--- config.mk ---
export PLATFORM = sky130hd
export DESIGN_NAME = isp_tap_programmer
export DESIGN_NICKNAME = d
export VERILOG_FILES = /design/src/logic/isp_pkg.sv /design/src/logic/isp_tap_programmer.sv /design/src/logic/isp_row_fifo.sv
export VERILOG_INCLUDE_DIRS = /design/src /design/src/logic
export SDC_FILE = /design/constraint.sdc
export NUM_CORES = 1
export LEC_CHECK = 0
export ABC_AREA = 1
export BUFFER_PORTS_ARGS = -buffer_cell sky130_fd_sc_hd__clkbuf_2
export CAP_MARGIN = 20
export CORE_ASPECT_RATIO = 1.2
export CORE_UTILIZATION = 40
export CTS_CLUSTER_SIZE = 40
export DETAILED_ROUTE_END_ITERATION = 8
export PLACE_DENSITY_LB_ADDON = 0.3
export SETUP_SLACK_MARGIN = 0.3
export SYNTH_ARGS = -nofsm -noshare
export SYNTH_HDL_FRONTEND = slang
export SYNTH_SLANG_ARGS = --single-unit
--- constraint.sdc ---
create_clock -name mclk_i -period 14.4 [get_ports mclk_i]
set_input_delay 2.16 -clock mclk_i [delete_from_list [all_inputs] [get_ports mclk_i]]
set_output_delay 2.16 -clock mclk_i [all_outputs]
set_load 0.01 [all_outputs]
--- src/logic/isp_cfg.svh ---
/*
  Constants of the in-system programming block: instruction codes, array
  geometry, reset values and timing figures.
  Assumes it is included by the package and the modules, once per unit.
*/
`ifndef ISP_CFG_SVH
`define ISP_CFG_SVH

`define IR_W 4
`define IR_BYPASS 4'hF
`define IR_IDCODE 4'h1
`define IR_ENABLE 4'h9
`define IR_ERASE 4'hA
`define IR_PROGRAM 4'hB
`define IR_VERIFY 4'hC
`define IR_CAPTURE 4'h1
`define IR_RESET 4'h1

`define ROW_W 16
`define ADDR_W 3
`define ROWS 8
`define SR_W 19
`define GP_W 32
`define ERASED_ROW 16'h0000
// Identification value is arbitrary.
`define IDCODE_VAL 32'h1000_0001

`define CNT_W 4
`define PUMP_SETTLE 4'h8
`define FIFO_DEPTH 8

`define CLK_MHZ 250
`define TCK_MAX_MHZ 10
`define ERASE_PULSE_MIN_MS 100
`define PROGRAM_PULSE_MIN_MS 10
`define VERIFY_PULSE_MIN_US 10
`define INIT_MIN_US 100

`endif

--- src/logic/isp_pkg.sv ---
/*
  Types shared by the programming block and its row FIFO.
  Assumes isp_cfg.svh is on the include path.
*/
`include "isp_cfg.svh"

package isp_pkg;

  typedef struct packed {
    logic [`ADDR_W-1:0] addr;
    logic [`ROW_W-1:0] data;
  } row_word_t;

  typedef struct packed {
    logic tck;
    logic tms;
    logic tdi;
  } tap_pins_t;

  typedef enum logic [3:0] {
    ST_RESET, ST_IDLE, ST_SEL_DR, ST_CAP_DR, ST_SHIFT_DR, ST_EXIT1_DR, ST_PAUSE_DR,
    ST_EXIT2_DR, ST_UPD_DR, ST_SEL_IR, ST_CAP_IR, ST_SHIFT_IR, ST_EXIT1_IR,
    ST_PAUSE_IR, ST_EXIT2_IR, ST_UPD_IR
  } tap_state_t;

endpackage

--- src/logic/isp_tap_programmer.sv ---
/*
  Test access port with in-system programming of a flip-flop configuration
  array: bypass, identification, enable, erase, program and verify.
  Assumes the test pins come from outside and are sampled by mclk_i, which
  runs far faster than the test clock; sys_rst_i is the power-up reset.
*/
`timescale 1ns/1ps

// Contract
// Reprogram array in-system with internal pump
// Code 1001 arms erase, program, verify
// Controller arms before first programming instruction
// Code 1010 erases whole array
// Code 1011 writes shift register row
// Code 1100 loads addressed row into register
// Controller shifts out and compares verify data
// Outputs take user verify states during verify
// Test clock at most 10 MHz; the bench controller model runs it at 31.25 MHz (32 ns period)
// Controller waits 100 ms after erase
// Controller holds program 10 ms
// Controller waits 10 us before verify shift
// Controller waits 100 us before programming
// Sample on rising, drive output on falling
// Four-bit instruction; 1111 selects bypass bit
// Controller keeps mode-select high in user mode
// Power-up reset resets test logic
// Controller times operations in idle state
// Row address travels in the shift register
module isp_tap_programmer
  import isp_pkg::*;
(
  input wire logic mclk_i, // Block clock, 250 MHz.
  input wire logic sys_rst_i, // Power-up reset, active high.
  input wire logic tck_i, // Test clock pin.
  input wire logic tms_i, // Mode-select pin.
  input wire logic tdi_i, // Serial data in pin.
  output logic tdo_o, // Serial data out.
  output logic tdo_oe_o, // High while tdo_o is driven.
  input wire logic [`GP_W-1:0] user_out_i, // Outputs of normal operation.
  input wire logic [`GP_W-1:0] verify_out_i, // Outputs chosen for verify.
  output logic [`GP_W-1:0] gp_o, // General-purpose outputs.
  output logic pump_on_o // Charge pump running.
);
  tap_pins_t pins_s1, pins_s2;
  logic tck_d, tck_rise, tck_fall;

  tap_state_t state, next_state;
  logic [`IR_W-1:0] ir, next_ir, ir_sr, next_ir_sr;
  logic [`SR_W-1:0] isp_sr, next_isp_sr;
  logic [31:0] id_sr, next_id_sr;
  logic byp, next_byp, armed, next_armed, next_tdo, next_tdo_oe;
  logic upd_ir, upd_dr, go, isp_sel;
  logic [`IR_W-1:0] cmd;

  logic pend_prog, next_pend_prog, pend_erase, next_pend_erase;
  logic pend_verify, next_pend_verify, next_pump_on;
  logic [`CNT_W-1:0] wr_cnt, next_wr_cnt;
  logic [`GP_W-1:0] next_gp;
  logic fifo_in_ready, fifo_out_valid, fifo_out_ready, wr_idle, erase_do, verify_do;
  row_word_t fifo_out, isp_word;
  logic [`ROW_W-1:0] rows [`ROWS];

  always_ff @(posedge mclk_i or posedge sys_rst_i)
  begin
    if (sys_rst_i)
    begin
      pins_s1 <= '0;
      pins_s2 <= '0;
      tck_d <= 1'b0;
    end
    else
    begin
      pins_s1 <= {tck_i, tms_i, tdi_i};
      pins_s2 <= pins_s1;
      tck_d <= pins_s2.tck;
    end
  end

  assign tck_rise = pins_s2.tck && !tck_d;
  assign tck_fall = !pins_s2.tck && tck_d;
  assign upd_ir = tck_rise && (state == ST_UPD_IR);
  assign upd_dr = tck_rise && (state == ST_UPD_DR);
  assign cmd = upd_ir ? ir_sr : ir;
  assign go = (upd_ir || upd_dr) && armed;
  assign isp_sel = (ir == `IR_ENABLE) || (ir == `IR_ERASE) || (ir == `IR_PROGRAM) ||
    (ir == `IR_VERIFY);
  assign isp_word = row_word_t'(isp_sr);

  always_comb
  begin
    next_state = state;
    case (state)
      ST_RESET: next_state = pins_s2.tms ? ST_RESET : ST_IDLE;
      ST_IDLE: next_state = pins_s2.tms ? ST_SEL_DR : ST_IDLE;
      ST_SEL_DR: next_state = pins_s2.tms ? ST_SEL_IR : ST_CAP_DR;
      ST_CAP_DR: next_state = pins_s2.tms ? ST_EXIT1_DR : ST_SHIFT_DR;
      ST_SHIFT_DR: next_state = pins_s2.tms ? ST_EXIT1_DR : ST_SHIFT_DR;
      ST_EXIT1_DR: next_state = pins_s2.tms ? ST_UPD_DR : ST_PAUSE_DR;
      ST_PAUSE_DR: next_state = pins_s2.tms ? ST_EXIT2_DR : ST_PAUSE_DR;
      ST_EXIT2_DR: next_state = pins_s2.tms ? ST_UPD_DR : ST_SHIFT_DR;
      ST_UPD_DR: next_state = pins_s2.tms ? ST_SEL_DR : ST_IDLE;
      ST_SEL_IR: next_state = pins_s2.tms ? ST_RESET : ST_CAP_IR;
      ST_CAP_IR: next_state = pins_s2.tms ? ST_EXIT1_IR : ST_SHIFT_IR;
      ST_SHIFT_IR: next_state = pins_s2.tms ? ST_EXIT1_IR : ST_SHIFT_IR;
      ST_EXIT1_IR: next_state = pins_s2.tms ? ST_UPD_IR : ST_PAUSE_IR;
      ST_PAUSE_IR: next_state = pins_s2.tms ? ST_EXIT2_IR : ST_PAUSE_IR;
      ST_EXIT2_IR: next_state = pins_s2.tms ? ST_UPD_IR : ST_SHIFT_IR;
      ST_UPD_IR: next_state = pins_s2.tms ? ST_SEL_DR : ST_IDLE;
      default: next_state = ST_RESET;
    endcase
    if (!tck_rise)
    begin
      next_state = state;
    end
  end

  // Shift registers move on the rising test-clock edge, LSB out first.
  always_comb
  begin
    next_ir = ir;
    next_ir_sr = ir_sr;
    next_isp_sr = isp_sr;
    next_id_sr = id_sr;
    next_byp = byp;
    next_armed = armed;
    next_tdo = tdo_o;
    next_tdo_oe = tdo_oe_o;
    if (tck_rise)
    begin
      case (state)
        ST_RESET:
        begin
          next_ir = `IR_RESET;
          next_armed = 1'b0;
        end
        ST_CAP_IR: next_ir_sr = `IR_CAPTURE;
        ST_SHIFT_IR: next_ir_sr = {pins_s2.tdi, ir_sr[`IR_W-1:1]};
        ST_UPD_IR:
        begin
          next_ir = ir_sr;
          next_armed = (ir_sr == `IR_ENABLE) || (armed && (ir_sr == `IR_ERASE ||
            ir_sr == `IR_PROGRAM || ir_sr == `IR_VERIFY));
        end
        ST_CAP_DR:
        begin
          next_byp = 1'b0;
          next_id_sr = `IDCODE_VAL;
        end
        ST_SHIFT_DR:
        begin
          next_byp = pins_s2.tdi;
          next_id_sr = {pins_s2.tdi, id_sr[31:1]};
          if (isp_sel)
          begin
            next_isp_sr = {pins_s2.tdi, isp_sr[`SR_W-1:1]};
          end
        end
        default: next_ir = ir;
      endcase
    end
    if (verify_do)
    begin
      next_isp_sr = {isp_word.addr, rows[isp_word.addr]};
    end
    if (tck_fall)
    begin
      next_tdo_oe = (state == ST_SHIFT_DR) || (state == ST_SHIFT_IR);
      if (state == ST_SHIFT_IR)
      begin
        next_tdo = ir_sr[0];
      end
      else if (isp_sel)
      begin
        next_tdo = isp_sr[0];
      end
      else if (ir == `IR_IDCODE)
      begin
        next_tdo = id_sr[0];
      end
      else
      begin
        next_tdo = byp;
      end
    end
  end

  always_ff @(posedge mclk_i or posedge sys_rst_i)
  begin
    if (sys_rst_i)
    begin
      state <= ST_RESET;
      ir <= `IR_RESET;
      ir_sr <= `IR_CAPTURE;
      isp_sr <= '0;
      id_sr <= '0;
      byp <= 1'b0;
      armed <= 1'b0;
      tdo_o <= 1'b0;
      tdo_oe_o <= 1'b0;
    end
    else
    begin
      state <= next_state;
      ir <= next_ir;
      ir_sr <= next_ir_sr;
      isp_sr <= next_isp_sr;
      id_sr <= next_id_sr;
      byp <= next_byp;
      armed <= next_armed;
      tdo_o <= next_tdo;
      tdo_oe_o <= next_tdo_oe;
    end
  end

  // Rows queue in the FIFO; each write holds the pump for a settle time.
  assign wr_idle = !fifo_out_valid && (wr_cnt == '0);
  assign erase_do = pend_erase && wr_idle;
  assign verify_do = pend_verify && wr_idle && !pend_erase && !pend_prog;
  assign fifo_out_ready = (wr_cnt == `CNT_W'(1));

  always_comb
  begin
    next_pend_prog = (pend_prog && !fifo_in_ready) || (go && cmd == `IR_PROGRAM);
    next_pend_erase = (pend_erase && !erase_do) || (go && cmd == `IR_ERASE);
    next_pend_verify = (pend_verify && !verify_do) || (go && cmd == `IR_VERIFY);
    next_wr_cnt = wr_cnt;
    if (wr_cnt != '0)
    begin
      next_wr_cnt = wr_cnt - 1'b1;
    end
    else if (fifo_out_valid)
    begin
      next_wr_cnt = `PUMP_SETTLE;
    end
    next_pump_on = (next_wr_cnt != '0) || erase_do;
    next_gp = (armed && ir == `IR_VERIFY) ? verify_out_i : user_out_i;
  end

  always_ff @(posedge mclk_i or posedge sys_rst_i)
  begin
    if (sys_rst_i)
    begin
      pend_prog <= 1'b0;
      pend_erase <= 1'b0;
      pend_verify <= 1'b0;
      wr_cnt <= '0;
      pump_on_o <= 1'b0;
      gp_o <= '0;
    end
    else
    begin
      pend_prog <= next_pend_prog;
      pend_erase <= next_pend_erase;
      pend_verify <= next_pend_verify;
      wr_cnt <= next_wr_cnt;
      pump_on_o <= next_pump_on;
      gp_o <= next_gp;
    end
  end

  isp_row_fifo u_fifo (
    .mclk_i(mclk_i),
    .sys_rst_i(sys_rst_i),
    .in_valid_i(pend_prog),
    .in_ready_o(fifo_in_ready),
    .in_data_i(isp_word),
    .out_valid_o(fifo_out_valid),
    .out_ready_i(fifo_out_ready),
    .out_data_o(fifo_out)
  );

  for (genvar i = 0; i < `ROWS; i++)
  begin : g_row
    logic [`ROW_W-1:0] next_row;
    always_comb
    begin
      next_row = rows[i];
      if (erase_do)
      begin
        next_row = `ERASED_ROW;
      end
      else if (fifo_out_valid && fifo_out_ready && fifo_out.addr == `ADDR_W'(i))
      begin
        next_row = fifo_out.data;
      end
    end
    always_ff @(posedge mclk_i or posedge sys_rst_i)
    begin
      if (sys_rst_i)
      begin
        rows[i] <= `ERASED_ROW;
      end
      else
      begin
        rows[i] <= next_row;
      end
    end
  end
endmodule // isp_tap_programmer

--- src/logic/isp_row_fifo.sv ---
/*
  Flip-flop FIFO with valid and ready on both sides.
  Assumes one clock and an asynchronous active-high reset.
*/
`timescale 1ns/1ps

module isp_row_fifo
  import isp_pkg::*;
#(
  parameter int WIDTH = $bits(row_word_t),
  parameter int DEPTH = `FIFO_DEPTH
)
(
  input wire logic mclk_i, // Block clock.
  input wire logic sys_rst_i, // Asynchronous reset, active high.
  input wire logic in_valid_i, // Write request.
  output logic in_ready_o, // Room for a word.
  input wire logic [WIDTH-1:0] in_data_i, // Word to store.
  output logic out_valid_o, // A word is waiting.
  input wire logic out_ready_i, // Drain accepts the word.
  output logic [WIDTH-1:0] out_data_o // Oldest word.
);
  localparam int AW = $clog2(DEPTH);

  logic [WIDTH-1:0] mem [DEPTH];
  logic [AW-1:0] wr_ptr, rd_ptr, next_wr_ptr, next_rd_ptr;
  logic [AW:0] count, next_count;
  logic push, pop;

  assign in_ready_o = (count != (AW+1)'(DEPTH));
  assign out_valid_o = (count != '0);
  assign out_data_o = mem[rd_ptr];
  assign push = in_valid_i && in_ready_o;
  assign pop = out_valid_o && out_ready_i;

  always_comb
  begin
    next_wr_ptr = push ? wr_ptr + 1'b1 : wr_ptr;
    next_rd_ptr = pop ? rd_ptr + 1'b1 : rd_ptr;
    next_count = count + (AW+1)'(push) - (AW+1)'(pop);
  end

  always_ff @(posedge mclk_i or posedge sys_rst_i)
  begin
    if (sys_rst_i)
    begin
      wr_ptr <= '0;
      rd_ptr <= '0;
      count <= '0;
    end
    else
    begin
      wr_ptr <= next_wr_ptr;
      rd_ptr <= next_rd_ptr;
      count <= next_count;
    end
  end

  always_ff @(posedge mclk_i)
  begin
    if (push)
    begin
      mem[wr_ptr] <= in_data_i;
    end
  end
endmodule // isp_row_fifo

==> results.tsv <==
metric	value	unit
crit_path_top_delay_cell	buf_4	
async_flop_share	62.3	%
slew_headroom	32.1	%
root_buffer	clkbuf_16	
grt_pass1_vias	13296	
hold_viol	0	
fin_area	20400	sq um
netlist.area_leader.share	34.3	%
p_sw_share	22.5	%
power_frac_clock	43.3	%
layout_commonest_cell	nand2_1	
ant_nets	0	
yosys_most_used_dff	dfrtp_1	
layout_common_cells	nand2_1 (299), nand3_1 (288), nor2_1 (284), dfrtp_1 (246), edfxtp_1 (152)	
clock_latency	0.55	ns
yosys_register_bits	403	
comb_power_share	4.5	%
cts_tree	yes	
finalSetupTns	0	ns
post_drt_via_cell_ratio	5.25	
io_buffers	103	
post-cts-setup-buffer-count	0	
ys_top_cells_by_area	dfrtp_1 (34%), edfxtp_1 (25%), nand3_1 (7.9%), nand2_1 (6.2%), nor2_1 (6.0%)	
core-area	44900	sq um
drtPass1Iterations	5	
max_freq	0.251	GHz
drt-initial-drc-count	1234	
clkSlewWorstSetupHoldPaths	0.06	ns
grt.overflow.total	0	
totalWireLength	45.3	mm
dpl.cell_count	2524	
dieArea	46300	sq um
vias	13655	
r2r_slack	11.01	ns
nFillCells	4324	
slowest_delay	0.86	ns
netSwitchingPower	0.000526	W
multi_input_area	6310	sq um
crit_arrival	4.51	ns
crit_buf_inv	4	
seq_area	10900	sq um
antenna_found_initial	0	
crit_path_start	sys_rst_i	
cts_resized	0	
ios	104	
drc	0	
post-place-ws	9.73	ns
p_per_area	115	nW/um^2
fin_crit_sh	27.6	%
min_path_type	reg2reg	
worst_pin_slew	1.02	ns
skew	0.0222	ns
cp_max_fo	133	
initial_core_util	40.5	%
drive_gt1_share	16.0	%
syn-num-nets	1983	
die_y	236	microns
layout_setup_ws	10.42	ns
setup_viol	0	
rsz0062_at_grt	false	
worst_hold_slack	0.350	ns
syn_avg_cell_area	9.56	sq um
cp-start-kind	input pin	
synthCells	1902	
synth_edf_count	152	
endpoint_kind	asynchronous set/reset pin	
status	completed	
yosys_warnings	0	
synth_top_area_cell	dfrtp_1	
rr_startpoint	isp_sr[16]	
slew_violations	0	
hpwl	26.0	mm
routedWlPerCell	17.4	microns
numCtsBuffers	41	
finalNetCount	2041	
crit_family	buffers and inverters	
p_leak	8.98	nW
grt_max_degree	134	
placed_area	19100	sq um
cts.sinks	403	
yosysUniqueCellTypes	39	
crit_top_cell	buf_4	
stdcell_count	2600	
track_usage	19.8	%
ctsHoldBuffers	0	
drv_cap	0	
fp.dieW	197	microns
syn-cell-area	18200	sq um
cp.required	14.93	ns
row_count	85	
path_class	in2async	
synth-seq-area-share	59.7	%
htree_levels	2	
num_antenna_cells	0	
areaGrowthSynthToFinish	12.0	%
crit_end	rows[31]	
fin_crit	3.98	ns
path_cells	clkbuf_2, inv_8, buf_4, buf_4	
grt_pass1_wl	72.4	mm
gp_congestion	0.818	
intPower	0.00181	W
seq_power_share	52.2	%
reg2reg_to	isp_sr[3]	
cts_buffer_depth	3	
path_depth	4	
r2r.worst_path.cells	7	
vdd_drop_max	0.0995	mV
state kept, by name (all words and copies together), names as in the netlist, 3 cells and up:
signal,count
u_fifo.mem,152
rows,128
gp_o,32
id_sr,32
isp_sr,19
ir,4
ir_sr,4
state,4
u_fifo.count,4
wr_cnt,4
pins_s1,3
pins_s2,3
u_fifo.rd_ptr,3
u_fifo.wr_ptr,3
routing by layer:
layer	up-vias	global-route usage, %	part of all wire (%)
li1	6501	-	-
met1	6676	26.1	43
met5	-	0	0
met4	0	5.50	2.0
met3	67	2.64	5.7
met2	411	33.9	50
synthesized netlist by cell type, types with 9 or more instances:
cell type	count
a21oi_1	31
dfrtp_1	249
nand2_1	299
nor2_1	293
edfxtp_1	152
o21ai_0	144
mux2_2	32
nor2_4	9
nand2_2	12
inv_2	15
o211ai_1	32
buf_4	16
nand4_1	21
buf_2	21
or2_2	31
inv_1	104
nand3_1	288
ha_1	11
o22ai_1	30
clkbuf_1	53
buf_6	12
layout make-up:
type / count / area share (%)
tap: 609 / 3.74
inverter: 122 / 2.31
sequential: 403 / 53.3
clock buffer: 58 / 5.55
multi-input combinational: 1267 / 31.0
timing repair buffer: 125 / 3.48
clock inverter: 16 / 0.627
worst min-delay path by stage:
stage | start | to | slack (ns) | cells past startpoint
finish | pins_s1[0] | pins_s2[0] | 0.35 | 0
global route | pins_s1[0] | pins_s2[0] | 0.36 | 0
CTS | pins_s1[0] | pins_s2[0] | 0.35 | 0
detailed placement | pins_s1[1] | pins_s2[1] | 0.35 | 0
global placement | pins_s1[2] | pins_s2[2] | 0.33 | 0
floorplan | pins_s1[0] | pins_s2[0] | 0.33 | 0
power groups by stage:
stage / Combinational, W / Sequential (W) / Clock, W
final: 0.000105 / 0.00122 / 0.00101
after global routing: 0.000121 / 0.00122 / 0.00108
after CTS: 0.000105 / 0.00122 / 0.00103
after detailed placement: 0.000104 / 0.00124 / 0
after global placement: 0.000102 / 0.00124 / 0
after floorplan: 0.0000727 / 0.00124 / 0
metrics by stage:
step,util [%],power [W]
2_1_floorplan,-,0.00131
3_3_place_gp,42.5,0.00134
3_5_place_dp,42.5,0.00135
4_1_cts,45.3,0.00236
5_1_grt,45.4,0.00242
6_report,45.4,0.00234
cell families (layout without fill, tap and decap cells):
family / Yosys count / count (layout) / share of synthesized area [%]
compound gates: 241 / 241 / 7.32
flops: 403 / 403 / 59.7
fa+ha+maj: 12 / 12 / 0.867
buf+inv: 232 / 321 / 5.76
simple gates: 976 / 976 / 24.1
xor+xnor: 6 / 6 / 0.289
mux: 32 / 32 / 1.98
(Power assumes the default switching activity.)
